## src/common/rsd_pkg.sv

```systemverilog
/*
  Package for the receive descriptor walker: descriptor layout, status word
  field positions, state encoding and the structs that carry related signals.
  Assumes descriptors live in a 40-bit byte-addressed host memory reached by
  a 64-bit word port with byte enables.
*/
`default_nettype none

package rsd_pkg;

  // ----------------------------------------------------------------------
  // Descriptor layout
  // ----------------------------------------------------------------------
  localparam logic [39:0] RSD_OFS_NEXT = 40'h00_0000_0000;
  localparam logic [39:0] RSD_OFS_STAT = 40'h00_0000_0008;
  localparam logic [39:0] RSD_OFS_FRAG0 = 40'h00_0000_0010;
  localparam logic [39:0] RSD_FRAG_STRIDE = 40'h00_0000_0008;
  localparam logic [3:0] RSD_FRAG_LAST_IDX = 4'hE;
  localparam logic [39:0] RSD_NULL_PTR = 40'h00_0000_0000;

  // ----------------------------------------------------------------------
  // Field positions
  // ----------------------------------------------------------------------
  localparam int RSD_ADDR_MSB = 39;
  localparam int RSD_FLEN_LSB = 48;
  localparam int RSD_FLEN_MSB = 63;
  localparam int RSD_BIT_OVERFLOW = 16;
  localparam int RSD_BIT_SHORT = 17;
  localparam int RSD_BIT_MISALIGNED = 18;
  localparam int RSD_BIT_CHECK_BAD = 19;
  localparam int RSD_BIT_TOO_LONG = 20;
  localparam int RSD_BIT_LEN_MISMATCH = 21;
  localparam int RSD_BIT_TAG = 22;
  localparam int RSD_BIT_TCP = 23;
  localparam int RSD_BIT_TCP_BAD = 24;
  localparam int RSD_BIT_UDP = 25;
  localparam int RSD_BIT_UDP_BAD = 26;
  localparam int RSD_BIT_IP = 27;
  localparam int RSD_BIT_FIRST = 29;
  localparam int RSD_BIT_LAST = 30;
  localparam int RSD_BIT_OWNED = 31;

  // ----------------------------------------------------------------------
  // Values
  // ----------------------------------------------------------------------
  localparam logic [15:0] RSD_SHORT_MIN = 16'h003C;
  localparam logic [7:0] RSD_BE_ALL = 8'hFF;
  localparam logic [7:0] RSD_BE_BYTE0 = 8'h01;

  typedef enum logic [6:0] {
    RSD_ST_IDLE = 7'b000_0001,
    RSD_ST_RD_STAT = 7'b000_0010,
    RSD_ST_RD_NEXT = 7'b000_0100,
    RSD_ST_RD_FRAG = 7'b000_1000,
    RSD_ST_DATA = 7'b001_0000,
    RSD_ST_WR_STAT = 7'b010_0000,
    RSD_ST_SPARE = 7'b100_0000
  } rsd_state_e;

  typedef struct packed {
    logic overflow;
    logic misaligned;
    logic check_bad;
    logic len_mismatch;
    logic tag;
    logic tcp;
    logic tcp_bad;
    logic udp;
    logic udp_bad;
    logic ip;
  } rsd_rx_info_s;

  typedef struct packed {
    logic req;
    logic we;
    logic [39:0] addr;
    logic [63:0] wdata;
    logic [7:0] be;
  } rsd_mem_s;

  typedef struct packed {
    logic [39:0] addr;
    logic [16:0] len;
  } rsd_frag_s;

endpackage

`default_nettype wire

```

## src/rtl/rsd_rx_desc_dma.sv

```systemverilog
/*
  Receive descriptor walker: follows the linked descriptor list in host
  memory, scatters received frame bytes into the fragments and writes back
  the status word of each descriptor it used.
  Assumes a host memory port that holds a request until a one-cycle
  acknowledge, and a byte stream from logic on the same clock.
*/
`default_nettype none

module rsd_rx_desc_dma (
  input wire logic clk_i, // System clock, 50 MHz
  input wire logic rst_n_i, // Synchronous reset, active low
  input wire logic en_i, // Clock enable, freezes all state when low
  input wire logic start_i, // Pulse: load list head and start walking
  input wire logic [39:0] list_head_i, // First descriptor address
  input wire logic [3:0] frag_count_i, // Fragments per descriptor, 1..15
  input wire logic [15:0] frame_size_limit_i, // Largest allowed frame
  input wire logic rx_valid_i, // Received byte valid
  input wire logic [7:0] rx_data_i, // Received byte
  input wire logic rx_last_i, // Byte closes the frame
  input wire rsd_pkg::rsd_rx_info_s rx_info_i, // Frame flags, read with last
  output var logic rx_ready_o, // Byte taken when valid and ready
  output rsd_pkg::rsd_mem_s mem_o, // Host memory request
  input wire logic mem_ack_i, // Request done, one-cycle pulse
  input wire logic [63:0] mem_rdata_i, // Read data, valid with ack
  output var logic busy_o, // Walker active
  output var logic stalled_o, // Waiting for software to free a descriptor
  output var logic list_empty_o // Walker stopped on a null pointer
);

  // ----------------------------------------------------------------------
  // State
  // ----------------------------------------------------------------------
  typedef struct packed {
    rsd_pkg::rsd_state_e state;
    logic [39:0] desc;
    logic [39:0] next_ptr;
    rsd_pkg::rsd_frag_s frag;
    logic [3:0] idx;
    logic [15:0] flen;
    logic first;
    logic last_seen;
    rsd_pkg::rsd_rx_info_s info;
    rsd_pkg::rsd_mem_s mem;
    logic rx_ready;
    logic busy;
    logic stalled;
    logic empty;
  } rsd_ctl_s;

  rsd_ctl_s st_ff;
  rsd_ctl_s nxt_st;
  rsd_pkg::rsd_frag_s rd_frag;
  logic [63:0] stat_word;
  logic [3:0] frag_cnt;
  logic byte_take;
  logic ack;

  rsd_frag_decode u_frag_decode (
    .entry_i (mem_rdata_i),
    .frag_o (rd_frag)
  );

  rsd_status_pack u_status_pack (
    .flen_i (st_ff.flen),
    .first_i (st_ff.first),
    .last_i (st_ff.last_seen),
    .info_i (st_ff.info),
    .limit_i (frame_size_limit_i),
    .word_o (stat_word)
  );

  function automatic rsd_pkg::rsd_mem_s mem_op(input logic we, input logic [39:0] addr,
                                               input logic [63:0] wdata,
                                               input logic [7:0] be);
    rsd_pkg::rsd_mem_s m;
    m.req = 1'b1;
    m.we = we;
    m.addr = addr;
    m.wdata = wdata;
    m.be = be;
    return m;
  endfunction

  // ----------------------------------------------------------------------
  // Next state
  // ----------------------------------------------------------------------
  // A count of zero would leave no place for data, so it acts as one.
  assign frag_cnt = (frag_count_i == 4'h0) ? 4'h1 :
                    (frag_count_i > rsd_pkg::RSD_FRAG_LAST_IDX + 4'h1) ?
                    rsd_pkg::RSD_FRAG_LAST_IDX + 4'h1 : frag_count_i;
  assign ack = st_ff.mem.req & mem_ack_i;
  assign byte_take = st_ff.rx_ready & rx_valid_i;

  always_comb begin
    nxt_st = st_ff;
    nxt_st.busy = 1'b1;
    unique case (st_ff.state)
      rsd_pkg::RSD_ST_IDLE: begin
        nxt_st.busy = 1'b0;
        if (start_i) begin
          nxt_st.desc = list_head_i;
          if (list_head_i == rsd_pkg::RSD_NULL_PTR) begin
            nxt_st.empty = 1'b1;
          end else begin
            nxt_st.empty = 1'b0;
            nxt_st.busy = 1'b1;
            nxt_st.state = rsd_pkg::RSD_ST_RD_STAT;
          end
        end
      end
      rsd_pkg::RSD_ST_RD_STAT: begin
        // Polling the status word again is how the stall ends: nothing
        // else tells the walker that software gave the descriptor back.
        if (!st_ff.mem.req) begin
          nxt_st.mem = mem_op(1'b0, 40'(st_ff.desc + rsd_pkg::RSD_OFS_STAT), '0,
                              rsd_pkg::RSD_BE_ALL);
        end else if (mem_ack_i) begin
          nxt_st.mem.req = 1'b0;
          if (mem_rdata_i[rsd_pkg::RSD_BIT_OWNED]) begin
            nxt_st.stalled = 1'b1;
          end else begin
            nxt_st.stalled = 1'b0;
            nxt_st.state = rsd_pkg::RSD_ST_RD_NEXT;
          end
        end
      end
      rsd_pkg::RSD_ST_RD_NEXT: begin
        if (!st_ff.mem.req) begin
          nxt_st.mem = mem_op(1'b0, 40'(st_ff.desc + rsd_pkg::RSD_OFS_NEXT), '0,
                              rsd_pkg::RSD_BE_ALL);
        end else if (mem_ack_i) begin
          nxt_st.mem.req = 1'b0;
          nxt_st.next_ptr = mem_rdata_i[rsd_pkg::RSD_ADDR_MSB:0];
          nxt_st.idx = 4'h0;
          nxt_st.state = rsd_pkg::RSD_ST_RD_FRAG;
        end
      end
      rsd_pkg::RSD_ST_RD_FRAG: begin
        if (!st_ff.mem.req) begin
          nxt_st.mem = mem_op(1'b0, 40'(st_ff.desc + rsd_pkg::RSD_OFS_FRAG0 +
                              40'(st_ff.idx) * rsd_pkg::RSD_FRAG_STRIDE), '0,
                              rsd_pkg::RSD_BE_ALL);
        end else if (mem_ack_i) begin
          nxt_st.mem.req = 1'b0;
          nxt_st.frag = rd_frag;
          if (rd_frag.len != 17'h0_0000) begin
            nxt_st.state = rsd_pkg::RSD_ST_DATA;
          end else if (st_ff.idx + 4'h1 < frag_cnt) begin
            nxt_st.idx = st_ff.idx + 4'h1;
          end else begin
            nxt_st.state = rsd_pkg::RSD_ST_WR_STAT;
          end
        end
      end
      rsd_pkg::RSD_ST_DATA: begin
        // One byte per write keeps any fragment alignment legal, at the
        // cost of bus efficiency.
        if (!st_ff.mem.req) begin
          nxt_st.rx_ready = 1'b1;
          if (byte_take) begin
            nxt_st.rx_ready = 1'b0;
            nxt_st.mem = mem_op(1'b1, st_ff.frag.addr, {8{rx_data_i}},
                                8'(rsd_pkg::RSD_BE_BYTE0 << st_ff.frag.addr[2:0]));
            nxt_st.flen = st_ff.flen + 16'h0001;
            nxt_st.last_seen = rx_last_i;
            if (rx_last_i) begin
              nxt_st.info = rx_info_i;
            end
          end
        end else if (mem_ack_i) begin
          nxt_st.mem.req = 1'b0;
          nxt_st.rx_ready = 1'b0;
          nxt_st.frag.addr = st_ff.frag.addr + 40'h00_0000_0001;
          nxt_st.frag.len = st_ff.frag.len - 17'h0_0001;
          if (st_ff.last_seen) begin
            nxt_st.state = rsd_pkg::RSD_ST_WR_STAT;
          end else if (st_ff.frag.len == 17'h0_0001) begin
            if (st_ff.idx + 4'h1 < frag_cnt) begin
              nxt_st.idx = st_ff.idx + 4'h1;
              nxt_st.state = rsd_pkg::RSD_ST_RD_FRAG;
            end else begin
              nxt_st.state = rsd_pkg::RSD_ST_WR_STAT;
            end
          end
        end
      end
      rsd_pkg::RSD_ST_WR_STAT: begin
        if (!st_ff.mem.req) begin
          nxt_st.mem = mem_op(1'b1, 40'(st_ff.desc + rsd_pkg::RSD_OFS_STAT), stat_word,
                              rsd_pkg::RSD_BE_ALL);
        end else if (mem_ack_i) begin
          nxt_st.mem.req = 1'b0;
          nxt_st.first = st_ff.last_seen;
          if (st_ff.last_seen) begin
            nxt_st.flen = 16'h0000;
            nxt_st.last_seen = 1'b0;
          end
          nxt_st.desc = st_ff.next_ptr;
          if (st_ff.next_ptr == rsd_pkg::RSD_NULL_PTR) begin
            nxt_st.empty = 1'b1;
            nxt_st.busy = 1'b0;
            nxt_st.state = rsd_pkg::RSD_ST_IDLE;
          end else begin
            nxt_st.state = rsd_pkg::RSD_ST_RD_STAT;
          end
        end
      end
      default: begin
        nxt_st.state = rsd_pkg::RSD_ST_IDLE;
        nxt_st.mem.req = 1'b0;
        nxt_st.rx_ready = 1'b0;
      end
    endcase
  end

  // ----------------------------------------------------------------------
  // Registers
  // ----------------------------------------------------------------------
  always_ff @(posedge clk_i) begin
    if (!rst_n_i) begin
      st_ff <= '0;
      st_ff.state <= rsd_pkg::RSD_ST_IDLE;
      st_ff.first <= 1'b1;
    end else if (en_i) begin
      st_ff <= nxt_st;
    end
  end

  assign rx_ready_o = st_ff.rx_ready;
  assign mem_o = st_ff.mem;
  assign busy_o = st_ff.busy;
  assign stalled_o = st_ff.stalled;
  assign list_empty_o = st_ff.empty;
endmodule

`default_nettype wire

```

## src/rtl/rsd_frag_decode.sv

```systemverilog
/*
  Splits one 64-bit fragment entry into start address and byte length.
  Assumes the entry comes straight from a host memory read.
*/
`default_nettype none

module rsd_frag_decode (
  input wire logic [63:0] entry_i, // Raw fragment entry
  output rsd_pkg::rsd_frag_s frag_o // Address and length
);

  // ----------------------------------------------------------------------
  // Decode
  // ----------------------------------------------------------------------
  // Bits 47..40 are never looked at, whatever software left there.
  always_comb begin
    frag_o.addr = entry_i[rsd_pkg::RSD_ADDR_MSB:0];
    frag_o.len = {1'b0, entry_i[rsd_pkg::RSD_FLEN_MSB:rsd_pkg::RSD_FLEN_LSB]};
  end

endmodule

`default_nettype wire

```

## src/rtl/rsd_status_pack.sv

```systemverilog
/*
  Builds the 64-bit receive status word written back into a descriptor.
  Assumes the frame length and flags are stable while the write is pending.
*/
`default_nettype none

module rsd_status_pack (
  input wire logic [15:0] flen_i, // Bytes of the frame so far
  input wire logic first_i, // Descriptor opens the frame
  input wire logic last_i, // Descriptor closes the frame
  input wire rsd_pkg::rsd_rx_info_s info_i, // Flags from the receiver
  input wire logic [15:0] limit_i, // Largest allowed frame size
  output logic [63:0] word_o // Status word
);

  logic is_short;

  // ----------------------------------------------------------------------
  // Pack
  // ----------------------------------------------------------------------
  // Flags are only meaningful in the closing descriptor, so the others
  // carry zeros there rather than stale values.
  always_comb begin
    is_short = flen_i < rsd_pkg::RSD_SHORT_MIN;
    word_o = '0;
    if (last_i) begin
      word_o[15:0] = flen_i;
      word_o[rsd_pkg::RSD_BIT_OVERFLOW] = info_i.overflow;
      word_o[rsd_pkg::RSD_BIT_SHORT] = is_short;
      word_o[rsd_pkg::RSD_BIT_MISALIGNED] = info_i.misaligned;
      word_o[rsd_pkg::RSD_BIT_CHECK_BAD] = info_i.check_bad;
      word_o[rsd_pkg::RSD_BIT_TOO_LONG] = flen_i > limit_i;
      word_o[rsd_pkg::RSD_BIT_LEN_MISMATCH] = info_i.len_mismatch & ~is_short;
      word_o[rsd_pkg::RSD_BIT_TAG] = info_i.tag;
      word_o[rsd_pkg::RSD_BIT_TCP] = info_i.tcp;
      word_o[rsd_pkg::RSD_BIT_TCP_BAD] = info_i.tcp_bad;
      word_o[rsd_pkg::RSD_BIT_UDP] = info_i.udp;
      word_o[rsd_pkg::RSD_BIT_UDP_BAD] = info_i.udp_bad;
      word_o[rsd_pkg::RSD_BIT_IP] = info_i.ip;
    end
    word_o[rsd_pkg::RSD_BIT_FIRST] = first_i;
    word_o[rsd_pkg::RSD_BIT_LAST] = last_i;
    word_o[rsd_pkg::RSD_BIT_OWNED] = 1'b1;
  end

endmodule

`default_nettype wire

```

## config.mk

```make
export PLATFORM = sky130hd
export DESIGN_NAME = rsd_rx_desc_dma
export DESIGN_NICKNAME = d
export VERILOG_FILES = /design/src/common/rsd_pkg.sv /design/src/rtl/rsd_rx_desc_dma.sv /design/src/rtl/rsd_frag_decode.sv /design/src/rtl/rsd_status_pack.sv
export SDC_FILE = /design/constraint.sdc
export NUM_CORES = 1
export LEC_CHECK = 0
export BUFFER_PORTS_ARGS = -buffer_cell sky130_fd_sc_hd__buf_4
export CORE_UTILIZATION = 45
export DETAILED_ROUTE_END_ITERATION = 8
export PLACE_DENSITY = 0.66
export SETUP_SLACK_MARGIN = 0.05
export SLEW_MARGIN = 0
export SYNTH_ARGS = -nofsm -noshare
export SYNTH_HDL_FRONTEND = slang
export SYNTH_SLANG_ARGS = --single-unit
```

## constraint.sdc

```tcl
create_clock -name clk_i -period 6.7 [get_ports clk_i]
set_clock_uncertainty 0.1 [all_clocks]
set_input_delay 1.34 -clock clk_i [delete_from_list [all_inputs] [get_ports clk_i]]
set_output_delay 1.34 -clock clk_i [all_outputs]
set_load 0.01 [all_outputs]
```

# Yosys cells after proc, flatten, opt, wreduce, memory -nomap -nowiden
# Index checks and enable logic that the tools add are counted.
# Widths: inputs -> output; s select.
# op_classes
add_sub_neg,7
magnitude_cmp,4
n_eq_ne,34
n_shift,1
n_mux,72
n_bitwise,6
n_reduce_logical,25
# ops
op,count
$mux 113,5
$pmux 113 s5,1
$mux 61,4
$mux 47,3
$mux 126,1
$pmux 57 s2,1
$mux 7,14
$logic_not 40->1,2
$pmux 40 s2,1
$mux 16,3
$ne 2x2->1 const B,24
$pmux 7 s6,1
$add 40x1->40 const B,1
$add 40x4->40 const B,1
$add 40x5->40 const B,1
$add 40x7->40,1
$mux 18,2
$mux 4,8
$pmux 16 s2,1
$mux 28,1
$reduce_and 6->1,3
$eq 17x1->1 const B,1
$reduce_bool 17->1,1
$sub 17x1->17 const B,1
other kinds (38),67
# word_totals
ff_bits,294
in_bits,149
output_inout_bits,118
wordCells,177

# Depth between registers and ports, before layout
# logic_depth
ltp_word,10
ltp_mapped,13
depth_no_buf,12

# Modules after synthesis
# Synthesis repeated with hierarchy kept, for this count alone.
# unflattened
cells_unflattened,2399
area_unflattened_um2,17680.7
# by_module_without_submodules
mod,instances,cells_per_inst,area_each_um2,seq_area_each_um2
rsd_rx_desc_dma,1,2211,16369.4,5865.6
rsd_status_pack,1,130,879.6,0.0
rsd_frag_decode,1,58,431.7,0.0

# Least setup slack after synthesis
# Ideal clock, no wire load.
# synth_path
path_type,input -> register
from,in frag_count_i[1]
to,reg st_ff[287] (netlist name)
setup_ns,0.074
t_arrival_ns,2.893
required_ns,6.526
slack_ns,3.633
path_stages,6
n_path_buf,0
path_cell_list,or4b_2 a31oi_1 a21oi_1 o22a_1 nand3_1 mux2i_1
# synth_between
elab_chain_len,6
word_cells_on_any_way,7
classes_between,2 x order compare; 1 x eq/ne; 2 x mux; 2 x reduce/logical
# synth_lines
item,line_no,text
"start, declared",rsd_rx_desc_dma.sv:16,"input wire logic [3:0] frag_count_i,"
$gt 4x4->1,rsd_rx_desc_dma.sv:90,(frag_count_i > rsd_pkg::RSD_FRAG_LAST_IDX + 4'h1) ?
$mux 4,rsd_rx_desc_dma.sv:90,
$mux 4 (*),rsd_rx_desc_dma.sv:89,assign frag_cnt = (frag_count_i == 4'h0) ? 4'h1 :
$lt 4x4->1 (*),rsd_rx_desc_dma.sv:149,end else if (st_ff.idx + 4'h1 < frag_cnt) begin
$ne 3x3->1 (no source line) (*),-,
$reduce_and 16->1 (no source line) (*),-,
"end signal, assigned",rsd_rx_desc_dma.sv:226,st_ff <= nxt_st;
"end, declared",rsd_rx_desc_dma.sv:51,rsd_ctl_s st_ff;
# Mark *: on every way between the ends. The rest lies on a longest branch, timed or not.
# A chain may end at the register's enable or synchronous reset.

# Final worst setup path
# layout_path
from,reg st_ff[251] (netlist name)
to,"reg st_ff, in the netlist mem_o[88]"
# layout_between
elab_chain_len,4
word_cells_on_any_way,7
classes_between,3 x add/sub; 4 x mux
# layout_lines
item,line_no,text
$add 40x5->40,rsd_rx_desc_dma.sv:141,"nxt_st.mem = mem_op(1'b0, 40'(st_ff.desc + rsd_pkg::RSD_OFS_FRAG0 +"
$add 40x7->40,rsd_rx_desc_dma.sv:141,
$mux 113,rsd_rx_desc_dma.sv:140,if (!st_ff.mem.req) begin
$pmux 113 s5 (*),rsd_rx_desc_dma.sv:98,unique case (st_ff.state)
# Mark *: on every way between the ends. The rest lies on a longest branch, timed or not. The select of a mux whose other input is x is not followed.

==> summary.md <==
| Metric | Value |
|---|---|
| Reg area | `5365 um2` |
| Combined area of the multi-input logic cells | `9191 um2` |
| Placed Area | `17430 um2` |
| CTS clock-pin slew for the worst setup and hold paths | `60 ps` |
| Layout cells sized above 1 | `16.73%` |
| Synth async-reset ratio | `0%` |
| CP most frequent cell | `inv_1` |
| Max-Cap Viols | `0` |
| Drt first pass iters | `8` |
| CP Launch Type | `flop` |
| Mapped Avg Cell Area | `7.491 um2` |
| Combinational fraction of design power | `9.2%` |
| Sw Share | `25.51%` |
| Sequential fraction of the synthesis area | `32.96%` |
| Worst skew pair latency | `570 ps` |
| Largest family of logic cells by synthesized area | `simple AND/OR/NAND/NOR gates` |
| Clock power share | `46.4%` |
| Num Clock Sinks | `268` |
| Simple logic cell fraction of the synthesized area | `25.33%` |
| Row count | `69` |
| CTS Buf Count | `31` |
| Relative slew slack | `27.26%` |
| Min Clock Period, post-route | `3682 ps` |
| Syn. warnings | `0` |
| Setup-failing EPs final | `0` |
| Cell Area, Synth | `16280 um2` |
| GRT Total Usage | `31.86%` |
| Worst path slowest cell | `a221oi_1` |
| DRC | `0` |
| Post-synthesis compound-gate area fraction | `23.11%` |
| Syn Nets | `2361` |
| CP Max Fanout | `13` |
| DRT antenna net count | `0` |
| Post-synthesis mux area share | `1.614%` |
| Leakage | `6.960 nW` |
| Core Footprint | `35570 um2` |
| Sequential share of power | `44.4%` |
| Max incr delay on CP | `610 ps` |
| CP top delay family | `compound AO/OA/AOI/OAI gates` |
| Postcts setup bufs | `0` |
| WP data arrival | `4020 ps` |
| Pint | `0.002887 W` |
| Unique masters post-synth | `82` |
| Placer Congestion | `0.9714` |
| Worst path required time | `7040 ps` |
| Adder-Cell Fraction of Synth Area | `3.044%` |
| Power, Total | `0.003875 W` |
| Worst path cell trace | `inv_1 > ha_1 > inv_1 > ha_1 > inv_1 > fa_1 > nand2b_1 > a211oi_2 > buf_4 > and2_1 > o21ai_0 > a221oi_1 > a21oi_1` |
| Hold crit path type | `reg2reg` |
| Fin Hold WS | `375.3 ps` |
| Hold_buf cts | `0` |
| Post-synth EDFFs | `0` |
| Grt total ovfl | `0` |
| Pin count of the biggest net entering global routing | `87` |
| Vias in the first global route | `14820` |
| Worst Tran Pin Value | `1091 ps` |
| Final period util | `54.95%` |
| Post-Synth XOR/XNOR Area | `2.905%` |
| Synth Register Bits | `268` |
| Finished Cell Area | `18500 um2` |
| Switching pwr | `0.0009884 W` |
| Max Root-Sink Buffers | `3` |
| RSZ-0062 raised after global routing | `no` |
| P&R area growth vs syn | `13.64%` |
| WP buf/inv | `4` |
| IO Port Bufs | `258` |
| Hpwl dp | `43850 um` |
| Pwr Density | `209.5 nW/um2` |
| Initial antenna violation count | `2` |
| Die area | `36940 um2` |
| First-pass GRT wire length | `90270 um` |
| Avg Vias per Cell | `6.272` |
| Gate Count Post-Synth | `2173` |
| Worst setup EP type | `flop` |
| Setup tns final | `0 ps` |
| Die W | `192.2 um` |
| First DRT Iteration DRCs | `1684` |
| Diode count | `0` |
| Routed WL | `60440 um` |
| Filler cells | `3489` |
| R2R Setup Slk | `3020 ps` |
| CTS tree | `built` |
| Nets@finish | `2377` |
| # resized after CTS | `0` |
| Max Clk Rate | `271.6 MHz` |
| Final worst slack | `3018 ps` |
| I/O Pins | `267` |
| Outcome | `completed` |
| Setup CP Type | `reg2reg` |
| Routed len/inst | `22.61 um` |
| Pre-CTS WS | `2777 ps` |
| Via Count | `16760` |
| Die H | `192.2 um` |
| Final hold violations | `0` |
| Root Buffer | `clkbuf_16` |
| Main synth FF type | `dfxtp_1` |
| Initial Util | `45.76%` |
| H-tree depth | `1` |
| Max IR drop VDD | `0.2338 mV` |
| Fin. max-slew vios | `0` |
## cell usage after synthesis, types with 13 or more instances
cell type | n | area share (%)
buf_2 | 34 | 1.0
buf_1 | 14 | 0.32
a221oi_1 | 28 | 1.5
xor2_1 | 27 | 1.5
dfxtp_1 | 268 | 33
nor2_1 | 207 | 4.8
a211oi_1 | 16 | 0.74
o21ai_0 | 113 | 3.5
ha_1 | 38 | 2.9
inv_1 | 47 | 1.1
nor3_1 | 69 | 2.1
xnor2_1 | 27 | 1.5
a32oi_1 | 13 | 0.70
nand3_1 | 72 | 2.2
nand2_1 | 311 | 7.2
buf_4 | 114 | 5.3
a311oi_1 | 50 | 2.7
a22oi_1 | 26 | 1.2
and2_1 | 13 | 0.50
clkbuf_1 | 130 | 3.0
and3_1 | 23 | 0.88
mux2i_1 | 24 | 1.5
nand4_1 | 57 | 2.2
nor4_1 | 46 | 1.8
o31ai_1 | 18 | 0.83
a31oi_1 | 42 | 1.6
a21oi_1 | 160 | 4.9
## worst reg2reg max path, stage by stage (launching register included)
cell,delay [ps]
dfxtp_1,490
inv_1,80
ha_1,270
inv_1,60
ha_1,190
inv_1,70
fa_1,400
nand2b_1,190
a211oi_2,180
buf_4,240
and2_1,390
o21ai_0,140
a221oi_1,610
a21oi_1,130
## registers in the layout, summed over array words and instances, names as in the netlist
register and cells:
rx_ready_o 1, st_ff 175, stalled_o 1, busy_o 1, mem_o 89, list_empty_o 1
## worst paths after layout
check | depth (start not counted) | end | startpoint
max | 13 | mem_o[88] | st_ff[251]
min | 2 | st_ff[210] | st_ff[210]
min reg2reg | 2 | st_ff[210] | st_ff[210]
max reg2reg | 13 | mem_o[88] | st_ff[251]
## metrics by stage
step,instances,util [%]
after floorplan,2173,-
after global placement,2617,49.00
after detailed placement,2617,49.00
after CTS,2673,52.01
after global routing,2673,52.01
final,2673,52.01
## power by group through the flow
stage	logic [W]	clock network (W)	registers (W)
after floorplan	0.000253	0	0.00169
after global placement	0.000347	0	0.00175
after detailed placement	0.000353	0	0.00175
after CTS	0.000353	0.00182	0.00172
after global routing	0.000390	0.00187	0.00172
final	0.000356	0.00180	0.00172
## layout make-up
cell class	instances	share of cell area, %
Multi-Input combinational cell	1559	49.69
Sequential cell	268	29.00
Timing Repair Buffer	281	11.40
Clock buffer	43	4.708
Tap cell	461	3.118
Clock inverter	13	1.075
Inverter	48	1.001
## per-layer routing
layer	vias up	GRT usage (%)	routed length [um]
met5	-	0	12
met4	2	11.36	2277
met3	120	5.500	5803
met2	877	46.98	25590
met1	7952	46.09	26760
li1	7813	-	-
## cell families after synthesis
group	after synthesis
AND/OR/NAND/NOR	873
AO/OA/AOI/OAI	567
buffers and inverters	346
flip-flops	268
XOR/XNOR	54
adder cells (fa/ha/maj)	39
multiplexers	26
## layout by cell type (no fill, tap or decap), drive strengths merged, types with 24 or more instances in the layout
| cell | instances |
|---|---|
| a221oi | 29 |
| a22oi | 26 |
| nand3 | 73 |
| nand4 | 58 |
| o21ai | 114 |
| xnor2 | 27 |
| dfxtp | 268 |
| a21oi | 160 |
| buf | 281 |
| xor2 | 27 |
| clkbuf | 43 |
| ha | 38 |
| nor3 | 70 |
| mux2i | 24 |
| nor2 | 207 |
| a31oi | 42 |
| a311oi | 50 |
| inv | 48 |
| nand2 | 312 |
| nor4 | 51 |
Note: power is estimated with default switching activity, not from simulation.
